===== src/hdl/scmc_pkg.sv =====
// scmc_pkg: constants and types shared by the clock and power-mode block
// assumes a single 125 MHz system clock; oscillators are modelled as enables
//
// How it works
// - high_low_select low: select 000/001 low clock, 010..111 fast clock /64../2
// - high_low_select high: undivided fast clock, select field ignored
// - moving to the low clock stops the fast oscillator and its dividers
// - halt, idle enable, clock-on-in-idle set: cpu stops, system clock runs
// - halt, idle enable, clock-on-in-idle clear: cpu and system clock stop
// - halt with idle enable clear enters a sleep mode
// - sleep without watchdog stops cpu, watchdog and slow oscillator
// - sleep with watchdog keeps slow oscillator running for the watchdog
// - time-base clock from slow oscillator; on in run and idle, off in sleep
// - low ready flag low in deep sleep, high 2 slow ticks after wake
// - fast ready flag clear at power-on, set once fast oscillator is stable
// - ready flags read-only; bit 4 of the mode register reads zero
// - second register: bits 6~4 and 1 read zero, clock-on-in-idle at bit 7
// - slow run mode keeps the fast clock off, cpu runs from slow clock
// - normal run mode divides the fast clock by 1 to 64
// - fast source is an internal 8MHz oscillator, slow one 32kHz
// - idle with clock on keeps the watchdog clock running
// - idle with clock off stops system oscillator, watchdog and timers run
// - slow oscillator also clocks watchdog and time-base functions
// - halt entry sets power-down flag and clears watchdog time-out flag

package scmc_pkg;

    // ------------------------------------------------------------
    // timing
    // ------------------------------------------------------------
    localparam int CLK_HZ         = 125_000_000;
    localparam int HS_OSC_HZ      = 8_000_000;
    localparam int LS_OSC_HZ      = 32_000;
    localparam int HS_TICK_CYCLES = CLK_HZ / HS_OSC_HZ;
    localparam int LS_TICK_CYCLES = CLK_HZ / LS_OSC_HZ;
    localparam int HS_START_NS    = 1000;
    localparam int HS_START_CYCLES =
        (HS_START_NS * (CLK_HZ / 1_000_000) + 999) / 1000;
    localparam int LS_READY_TICKS = 2;

    // ------------------------------------------------------------
    // register map
    // ------------------------------------------------------------
    localparam int         ADDR_W  = 4;
    localparam logic [3:0] CMC_OFS = 4'h0;
    localparam logic [3:0] ICR_OFS = 4'h1;

    localparam int CMC_SEL_LSB = 5;
    localparam int CMC_LS_RDY  = 3;
    localparam int CMC_HS_RDY  = 2;
    localparam int CMC_IDLE_EN = 1;
    localparam int CMC_HL_SEL  = 0;
    localparam int ICR_SYS_ON  = 7;

    localparam logic [2:0] SEL_RST     = 3'h0;
    localparam logic       IDLE_EN_RST = 1'b1;
    localparam logic       HL_SEL_RST  = 1'b1;
    localparam logic       SYS_ON_RST  = 1'b0;
    localparam logic [2:0] SEL_FIRST_HS = 3'h2;

    // ------------------------------------------------------------
    // types
    // ------------------------------------------------------------
    typedef enum logic [2:0] {
        MODE_NORMAL,
        MODE_SLOW,
        MODE_IDLE_CLOCK_OFF,
        MODE_IDLE_CLOCK_ON,
        MODE_DEEP_SLEEP_NO_WATCHDOG,
        MODE_SLEEP_WITH_WATCHDOG
    } scmc_mode_t;

    typedef struct packed {
        logic       write;
        logic       read;
        logic [3:0] addr;
        logic [7:0] wdata;
    } scmc_bus_t;

    typedef struct packed {
        logic system_clock;
        logic cpu_clock;
        logic watchdog_clock;
        logic time_base_clock;
        logic fast_div16;
        logic fast_div64;
    } scmc_clk_en_t;

endpackage


===== src/hdl/scmc_osc_tick.sv =====
// scmc_osc_tick: models an internal rc oscillator as a one-cycle enable
// assumes run_i comes from logic on clk_i

`timescale 1ns/100ps
`default_nettype none

module scmc_osc_tick #(
    parameter int PERIOD = 16
) (
    // clock and reset
    input  wire logic clk_i,
    input  wire logic reset_n_i,
    // control
    input  wire logic run_i,
    // tick
    output logic      tick_o
);

    localparam int CW = $clog2(PERIOD + 1);
    localparam logic [CW-1:0] LAST = CW'(PERIOD - 1);

    logic [CW-1:0] count;
    wire           wrap = (count == LAST);

    // a stopped oscillator restarts a full period later, as a real one would
    always_ff @(posedge clk_i) begin
        if (!reset_n_i || !run_i) begin
            count  <= '0;
            tick_o <= 1'b0;
        end else begin
            count  <= wrap ? '0 : count + 1'b1;
            tick_o <= wrap;
        end
    end

endmodule // scmc_osc_tick

`default_nettype wire


===== src/hdl/scmc_clock_mode.sv =====
// scmc_clock_mode: system clock source selection and power-mode control
// assumes core halt/wake pulses and the watchdog enable are on clk_i

`timescale 1ns/100ps
`default_nettype none

module scmc_clock_mode #(
    parameter int HS_START = scmc_pkg::HS_START_CYCLES
) (
    // clock and reset
    input  wire logic                 clk_i,
    input  wire logic                 reset_n_i,
    // register port
    input  wire logic [3:0]           addr_i,
    input  wire logic [7:0]           wdata_i,
    input  wire logic                 write_i,
    input  wire logic                 read_i,
    output logic      [7:0]           rdata_o,
    // core and watchdog
    input  wire logic                 halt_i,
    input  wire logic                 wake_i,
    input  wire logic                 watchdog_enable_i,
    output logic                      power_down_set_o,
    output logic                      timeout_clear_o,
    // clock enables and status
    output scmc_pkg::scmc_clk_en_t    clk_en_o,
    output logic                      fast_osc_on_o,
    output logic                      slow_osc_on_o,
    output scmc_pkg::scmc_mode_t      mode_o
);

    // ------------------------------------------------------------
    // registers and bus decode
    // ------------------------------------------------------------
    scmc_pkg::scmc_bus_t bus;
    logic [2:0]          clock_divider_select;
    logic                high_low_select;
    logic                idle_enable;
    logic                sysclk_on_in_idle;
    logic                high_speed_ready;
    logic                low_speed_ready;

    assign bus = '{write: write_i, read: read_i, addr: addr_i, wdata: wdata_i};

    wire cmc_hit = (bus.addr == scmc_pkg::CMC_OFS);
    wire icr_hit = (bus.addr == scmc_pkg::ICR_OFS);
    wire cmc_wr  = bus.write && cmc_hit;
    wire icr_wr  = bus.write && icr_hit;

    always_ff @(posedge clk_i) begin
        if (!reset_n_i) begin
            clock_divider_select <= scmc_pkg::SEL_RST;
            idle_enable          <= scmc_pkg::IDLE_EN_RST;
            high_low_select      <= scmc_pkg::HL_SEL_RST;
        end else if (cmc_wr) begin
            clock_divider_select <= bus.wdata[scmc_pkg::CMC_SEL_LSB +: 3];
            idle_enable          <= bus.wdata[scmc_pkg::CMC_IDLE_EN];
            high_low_select      <= bus.wdata[scmc_pkg::CMC_HL_SEL];
        end
    end

    always_ff @(posedge clk_i) begin
        if (!reset_n_i) begin
            sysclk_on_in_idle <= scmc_pkg::SYS_ON_RST;
        end else if (icr_wr) begin
            sysclk_on_in_idle <= bus.wdata[scmc_pkg::ICR_SYS_ON];
        end
    end

    // ready flags read-only, bit 4 zero
    wire [7:0] cmc_view = {clock_divider_select, 1'b0, low_speed_ready,
                           high_speed_ready, idle_enable, high_low_select};
    // only bit 7 implemented here; reset-source flags live elsewhere
    wire [7:0] icr_view = {sysclk_on_in_idle, 7'h00};
    wire [7:0] next_rdata = !bus.read ? 8'h00 :
                            cmc_hit   ? cmc_view :
                            icr_hit   ? icr_view : 8'h00;

    // read data stand for exactly one cycle after the strobe
    always_ff @(posedge clk_i) begin
        if (!reset_n_i) begin
            rdata_o <= 8'h00;
        end else begin
            rdata_o <= next_rdata;
        end
    end

    // ------------------------------------------------------------
    // mode state
    // ------------------------------------------------------------
    scmc_pkg::scmc_mode_t state;
    scmc_pkg::scmc_mode_t next_state;

    // select 000/001 with high_low_select low means the slow clock
    wire slow_sel = !high_low_select &&
                    (clock_divider_select < scmc_pkg::SEL_FIRST_HS);
    wire run_mode = (state == scmc_pkg::MODE_NORMAL) ||
                    (state == scmc_pkg::MODE_SLOW);
    wire halt_ok  = halt_i && run_mode;
    wire in_sleep = (state == scmc_pkg::MODE_DEEP_SLEEP_NO_WATCHDOG) ||
                    (state == scmc_pkg::MODE_SLEEP_WITH_WATCHDOG);
    wire run_kind_slow = slow_sel;

    always_comb begin
        next_state = state;
        case (state)
            scmc_pkg::MODE_NORMAL,
            scmc_pkg::MODE_SLOW: begin
                if (halt_i) begin
                    if (!idle_enable) begin
                        next_state = watchdog_enable_i ?
                                     scmc_pkg::MODE_SLEEP_WITH_WATCHDOG :
                                     scmc_pkg::MODE_DEEP_SLEEP_NO_WATCHDOG;
                    end else begin
                        next_state = sysclk_on_in_idle ?
                                     scmc_pkg::MODE_IDLE_CLOCK_ON :
                                     scmc_pkg::MODE_IDLE_CLOCK_OFF;
                    end
                end else begin
                    next_state = run_kind_slow ? scmc_pkg::MODE_SLOW :
                                                 scmc_pkg::MODE_NORMAL;
                end
            end
            scmc_pkg::MODE_IDLE_CLOCK_OFF,
            scmc_pkg::MODE_IDLE_CLOCK_ON,
            scmc_pkg::MODE_DEEP_SLEEP_NO_WATCHDOG,
            scmc_pkg::MODE_SLEEP_WITH_WATCHDOG: begin
                if (wake_i) begin
                    next_state = run_kind_slow ? scmc_pkg::MODE_SLOW :
                                                 scmc_pkg::MODE_NORMAL;
                end
            end
            default: next_state = scmc_pkg::MODE_NORMAL;
        endcase
    end

    always_ff @(posedge clk_i) begin
        if (!reset_n_i) begin
            state <= scmc_pkg::MODE_NORMAL;
        end else begin
            state <= next_state;
        end
    end

    // halt entry marks power-down and clears time-out
    always_ff @(posedge clk_i) begin
        if (!reset_n_i) begin
            power_down_set_o <= 1'b0;
            timeout_clear_o  <= 1'b0;
        end else begin
            power_down_set_o <= halt_ok;
            timeout_clear_o  <= halt_ok;
        end
    end

    // ------------------------------------------------------------
    // oscillators
    // ------------------------------------------------------------
    // fast oscillator off when the system runs from the slow clock
    // idle with clock off stops the system oscillator as well
    wire next_fast_on = !slow_sel &&
                        (run_mode || (state == scmc_pkg::MODE_IDLE_CLOCK_ON));
    // slow oscillator runs everywhere except deep sleep
    wire next_slow_on = (state != scmc_pkg::MODE_DEEP_SLEEP_NO_WATCHDOG);

    always_ff @(posedge clk_i) begin
        if (!reset_n_i) begin
            fast_osc_on_o <= 1'b0;
            slow_osc_on_o <= 1'b0;
        end else begin
            fast_osc_on_o <= next_fast_on;
            slow_osc_on_o <= next_slow_on;
        end
    end

    logic fast_tick;
    logic slow_tick;

    scmc_osc_tick #(.PERIOD(scmc_pkg::HS_TICK_CYCLES)) u_fast_osc (
        .clk_i     (clk_i),
        .reset_n_i (reset_n_i),
        .run_i     (fast_osc_on_o),
        .tick_o    (fast_tick)
    );

    scmc_osc_tick #(.PERIOD(scmc_pkg::LS_TICK_CYCLES)) u_slow_osc (
        .clk_i     (clk_i),
        .reset_n_i (reset_n_i),
        .run_i     (slow_osc_on_o),
        .tick_o    (slow_tick)
    );

    // ------------------------------------------------------------
    // ready flags
    // ------------------------------------------------------------
    localparam int SW = $clog2(HS_START + 1);
    localparam logic [SW-1:0] HS_LAST = SW'(HS_START);
    localparam logic [1:0]    LS_LAST = 2'(scmc_pkg::LS_READY_TICKS);
    logic [SW-1:0] fast_wait;
    logic [1:0]    slow_wait;

    // fast ready clears at reset and whenever the oscillator stops
    always_ff @(posedge clk_i) begin
        if (!reset_n_i || !fast_osc_on_o) begin
            fast_wait        <= '0;
            high_speed_ready <= 1'b0;
        end else begin
            fast_wait        <= (fast_wait == HS_LAST) ? fast_wait :
                                fast_wait + 1'b1;
            high_speed_ready <= (fast_wait == HS_LAST);
        end
    end

    // low ready drops in deep sleep, rises after two slow ticks
    always_ff @(posedge clk_i) begin
        if (!reset_n_i || !slow_osc_on_o) begin
            slow_wait       <= 2'h0;
            low_speed_ready <= 1'b0;
        end else begin
            if (slow_tick && (slow_wait != LS_LAST)) begin
                slow_wait <= slow_wait + 2'h1;
            end
            low_speed_ready <= (slow_wait == LS_LAST);
        end
    end

    // ------------------------------------------------------------
    // fast clock prescaler and source selection
    // ------------------------------------------------------------
    // one tap for /2 .. /64: select 010 gives /64, 111 gives /2
    function automatic logic div_tap(input logic [5:0] cnt,
                                     input logic [2:0] sel);
        logic [5:0] mask;
        mask = 6'h3f >> (sel - 3'h2);
        return &(cnt | ~mask);
    endfunction

    logic [5:0] prescale;

    always_ff @(posedge clk_i) begin
        if (!reset_n_i || !fast_osc_on_o) begin
            prescale <= 6'h00;
        end else if (fast_tick) begin
            prescale <= prescale + 6'h01;
        end
    end

    // high_low_select wins over the select field
    // divided fast clock for selects 010..111
    wire src_tick = high_low_select ? fast_tick :
                    slow_sel        ? slow_tick :
                    (fast_tick && div_tap(prescale, clock_divider_select));

    scmc_pkg::scmc_clk_en_t next_en;

    always_comb begin
        // idle with clock on keeps the system clock for peripherals
        next_en.system_clock    = src_tick &&
                                  (run_mode ||
                                   state == scmc_pkg::MODE_IDLE_CLOCK_ON);
        next_en.cpu_clock       = src_tick && run_mode;
        // watchdog clock follows the slow oscillator
        next_en.watchdog_clock  = slow_tick && next_slow_on;
        // time-base stopped in both sleep modes
        next_en.time_base_clock = slow_tick && !in_sleep;
        // divided taps vanish with the fast oscillator
        next_en.fast_div16      = fast_tick && div_tap(prescale, 3'h4);
        next_en.fast_div64      = fast_tick && div_tap(prescale, 3'h2);
    end

    always_ff @(posedge clk_i) begin
        if (!reset_n_i) begin
            clk_en_o <= '0;
        end else begin
            clk_en_o <= next_en;
        end
    end

    assign mode_o = state;
endmodule // scmc_clock_mode

`default_nettype wire


===== config.mk =====
export PLATFORM = sky130hd
export DESIGN_NAME = scmc_clock_mode
export DESIGN_NICKNAME = d
export VERILOG_FILES = /design/src/hdl/scmc_pkg.sv /design/src/hdl/scmc_osc_tick.sv /design/src/hdl/scmc_clock_mode.sv
export SDC_FILE = /design/constraint.sdc
export NUM_CORES = 1
export LEC_CHECK = 0
export BUFFER_PORTS_ARGS = -buffer_cell sky130_fd_sc_hd__buf_2
export CORE_UTILIZATION = 26
export CTS_BUF_LIST = sky130_fd_sc_hd__clkbuf_16
export CTS_CLUSTER_DIAMETER = 60
export CTS_CLUSTER_SIZE = 16
export DETAILED_ROUTE_END_ITERATION = 7
export PLACE_DENSITY = 0.51
export SKIP_LAST_GASP = 1
export SLEW_MARGIN = 20
export SYNTH_ARGS = -nofsm -noshare
export SYNTH_HDL_FRONTEND = slang
export SYNTH_SLANG_ARGS = --single-unit
export TNS_END_PERCENT = 20

===== constraint.sdc =====
create_clock -name clk_i -period 1.5 [get_ports clk_i]
set_input_delay 0.225 -clock clk_i [delete_from_list [all_inputs] [get_ports clk_i]]
set_output_delay 0.225 -clock clk_i [all_outputs]
set_load 0.01 [all_outputs]

==> impl_results.md <==
* Bufs and invs on worst path at 1
* Die ar. at approximately 9900 um^2
* Final setup fails at 0
* Ys async rst share at 0%
* Routed wire length at around 4.8 mm
* FF+latch area at 1202 um^2
* Worst vdd ir at ~0.00053 V
* Util after Layout at 33.89%
* Max cap viols at 0
* Syn Area/Cell at 9.422 um^2
* Site Rows at 35
* Clk_skew at 0.005218 ns
* First-pass GRT wire length at 8.079 mm
* Layout Nets at 344
* # diodes at 0
* Most frequent cells in the layout: dfxtp_1 (59), nor2_1 (38), buf_2 (35)
* Clk buf depth at 2
* P_int at 2.938 mW
* Cell variety after synth at 44
* DP Wirelength at 3.384 mm
* # H-tree levels at 3
* Slew Limit Fails at 0
* Initial antenna violation count at 0
* GPL Wtd Cong at 0.7665
* Die W at 99.44 um
* Crit-path slowest cell: nor2b_1
* Multi-input logic area at 1171 um^2
* Net Sw Frac at 21.11%
* Cells along the critical path: inv_1 > ha_1 > nor2b_1 > nor3_1 > a32o_1
* DRC Markers at 0
* Register bit total from synthesis at 60
* Fmax at 0.7002 GHz
* RSZ-0062 raised after global routing: true
* Vias per cell at 4.293
* Tightest Hold Check Type: in2reg
* Starting Density at 26.72%
* Most common cell after layout, fill and taps aside: dfxtp_1
* Crit path DAT at 1.64 ns
* Sw Pwr at between 0.7 and 0.8 mW
* Worst path required time at around 1.7 ns
* Status: finished, final reports clean
* WL/cell at 10.90 um
* Drt pass-1 iters at 4
* Leakage at 1.286 nW
* Area growth, synth to finish at 26.86%
* Vias in the first global route at 1,822
* Grt ovf at 0
* Fill count at 955
* Power share of the combinational group at 4.0%
* CP max stage delay at roughly 0.35 ns
* Worst setup path class: reg2reg
* Clock transition at the registers of the reported paths at ~0.05 ns
* Overall Global Routing Usage at 10.73%
* Clk_lat worst skew at 0.32 ns
* Tcrit/Tclk final at around 95%
* Clock Tree Root: clkbuf_16
* Top delay family on crit path: simple AND/OR/NAND/NOR gates
* Yosys synthesis warning count at 0
* Initial DRC count at 40
* Post-route ant nets at 0
* Clk pwr share at 52.2%
* Sequential power share at 43.9%
* Io pins at 40
* EDFF count, synth at 0
* Worst-path fanout max at 5
* Hold Fails Final Rpt at 0
* Core area at 9240 um^2
* Total chip power at 3.724 mW
* CTS tree: yes
* CTS Buf Count at 9
* Setup crit start kind: flip-flop
* Sink Count at 60
* Synth Flop Type: dfxtp_1
* Via count at 1,906
* Pwr dens at 1189 nW/um^2
* Vert. Die Dim at 99.44 um
* Largest net degree at the start of global routing at 18
* Min Clock Period, post-route at 1.428 ns
* Port Buf Inserts at 35
* Netlist Area Pre-Place at 2469 um^2
* Critical path endpoint category: flip-flop
* # hold bufs at CTS at 0
* Syn Nets at 295
* Layout cells sized above 1 at 21.27%
* Gate Count Post-Synth at about 260
* Seq/Total Area, Yosys at 48.66%
-- per-stage QoR --
step | instance area, um^2 | TNS (ns) | worst slack (ns) | std cells | hold WS (ns)
after CTS | 3124 | 0 | 0.05021 | 444 | 0.1086
after global routing | 3132 | -0.1913 | -0.02322 | 444 | 0.1192
after floorplan | 2469 | 0 | 0.04531 | 262 | 0.3018
final | 3132 | 0 | 0.07175 | 444 | 0.1217
after detailed placement | 2841 | 0 | 0.0003296 | 429 | 0.4097
after global placement | 2841 | 0 | 0.01765 | 429 | 0.4156
-- final timing paths --
path                         start          end  slack [ns]  cells past startpoint
setup / recovery         mode_o[1]    mode_o[0]        0.07                      5
hold / removal          wdata_i[1]  idle_enable        0.12                      3
setup reg to reg         mode_o[1]    mode_o[0]        0.07                      5
hold reg to reg   high_speed_ready   rdata_o[2]        0.42                      1
-- area by class of cell --
cell class	count	area share, %
Clock buffer	9	7.191
Clock inverter	6	1.838
Inverter	13	1.558
Multi-Input combinational cell	180	37.40
Sequential cell	60	38.39
Tap cell	129	5.154
Timing Repair Buffer	47	8.470
-- tightest hold or removal path, delay by kind of cell --
family,cells,cell delay [ns]
buf+inv,1,0.08
mux,1,0.05
simple gates,1,0.06
-- Yosys cell counts (2+ instances only) --
cell	instances	area, um^2
mux2i_1	6	60.06
ha_1	14	175.2
xnor2_1	9	78.83
nor2_1	38	142.6
and4_1	3	26.28
xor2_1	9	78.83
and2_1	5	31.28
o21ai_0	4	20.02
a21oi_1	15	75.07
buf_4	4	30.03
nor3_1	6	30.03
buf_2	4	20.02
nand2b_1	2	12.51
a211oi_1	4	30.03
and3_1	6	37.54
dfxtp_1	60	1201
nor2b_1	2	12.51
o31ai_1	2	15.01
nand2_1	12	45.04
nand3_1	15	75.07
inv_1	13	48.80
nand4_1	7	43.79
-- kinds of logic (layout without fill, tap and decap cells) --
group	Yosys count	after routing	share of synthesized area, %
xor+xnor	18	18	6.387
mux	6	6	2.433
other cells	1	1	0.1519
compound gates	34	34	8.769
fa+ha+maj	14	14	7.096
simple gates	107	107	22.35
buf+inv	22	75	4.156
flops	60	60	48.66
-- registers in the layout, indices dropped and copies added, names as in the netlist, 2 cells and up --
name                  flops
slow_wait                 2
u_slow_osc.count         12
fast_wait                 7
u_fast_osc.count          4
mode_o                    3
clock_divider_select      3
clk_en_o                  6
rdata_o                   7
prescale                  6
-- layer usage --
layer	wire [um]	part of all wire [%]	global-route usage, %	vias up
li1	-	-	-	995
met1	2376	49	12.83	868
met2	2123	44	16.29	37
met3	246	5.1	4.357	6
met4	94	1.9	6.109	0
met5	0	0	0	-
-- power by group through the flow --
stage / Combinational (mW) / Sequential, mW / Clock (mW)
6_report: 0.148 / 1.63 / 1.94
4_1_cts: 0.148 / 1.63 / 2.02
3_5_place_dp: 0.148 / 1.67 / 0
5_1_grt: 0.167 / 1.64 / 2.07
2_1_floorplan: 0.0810 / 1.67 / 0
3_3_place_gp: 0.147 / 1.67 / 0
-- repair_timing --
action	4_1_cts	5_1_grt
gates resized for setup	0	3
hold endpoints to repair	0	0
setup endpoints to repair	2	14
pin swaps	1	1
gates cloned	0	0
setup buffers	0	0
No activity file was read; power rests on OpenSTA's default activity.
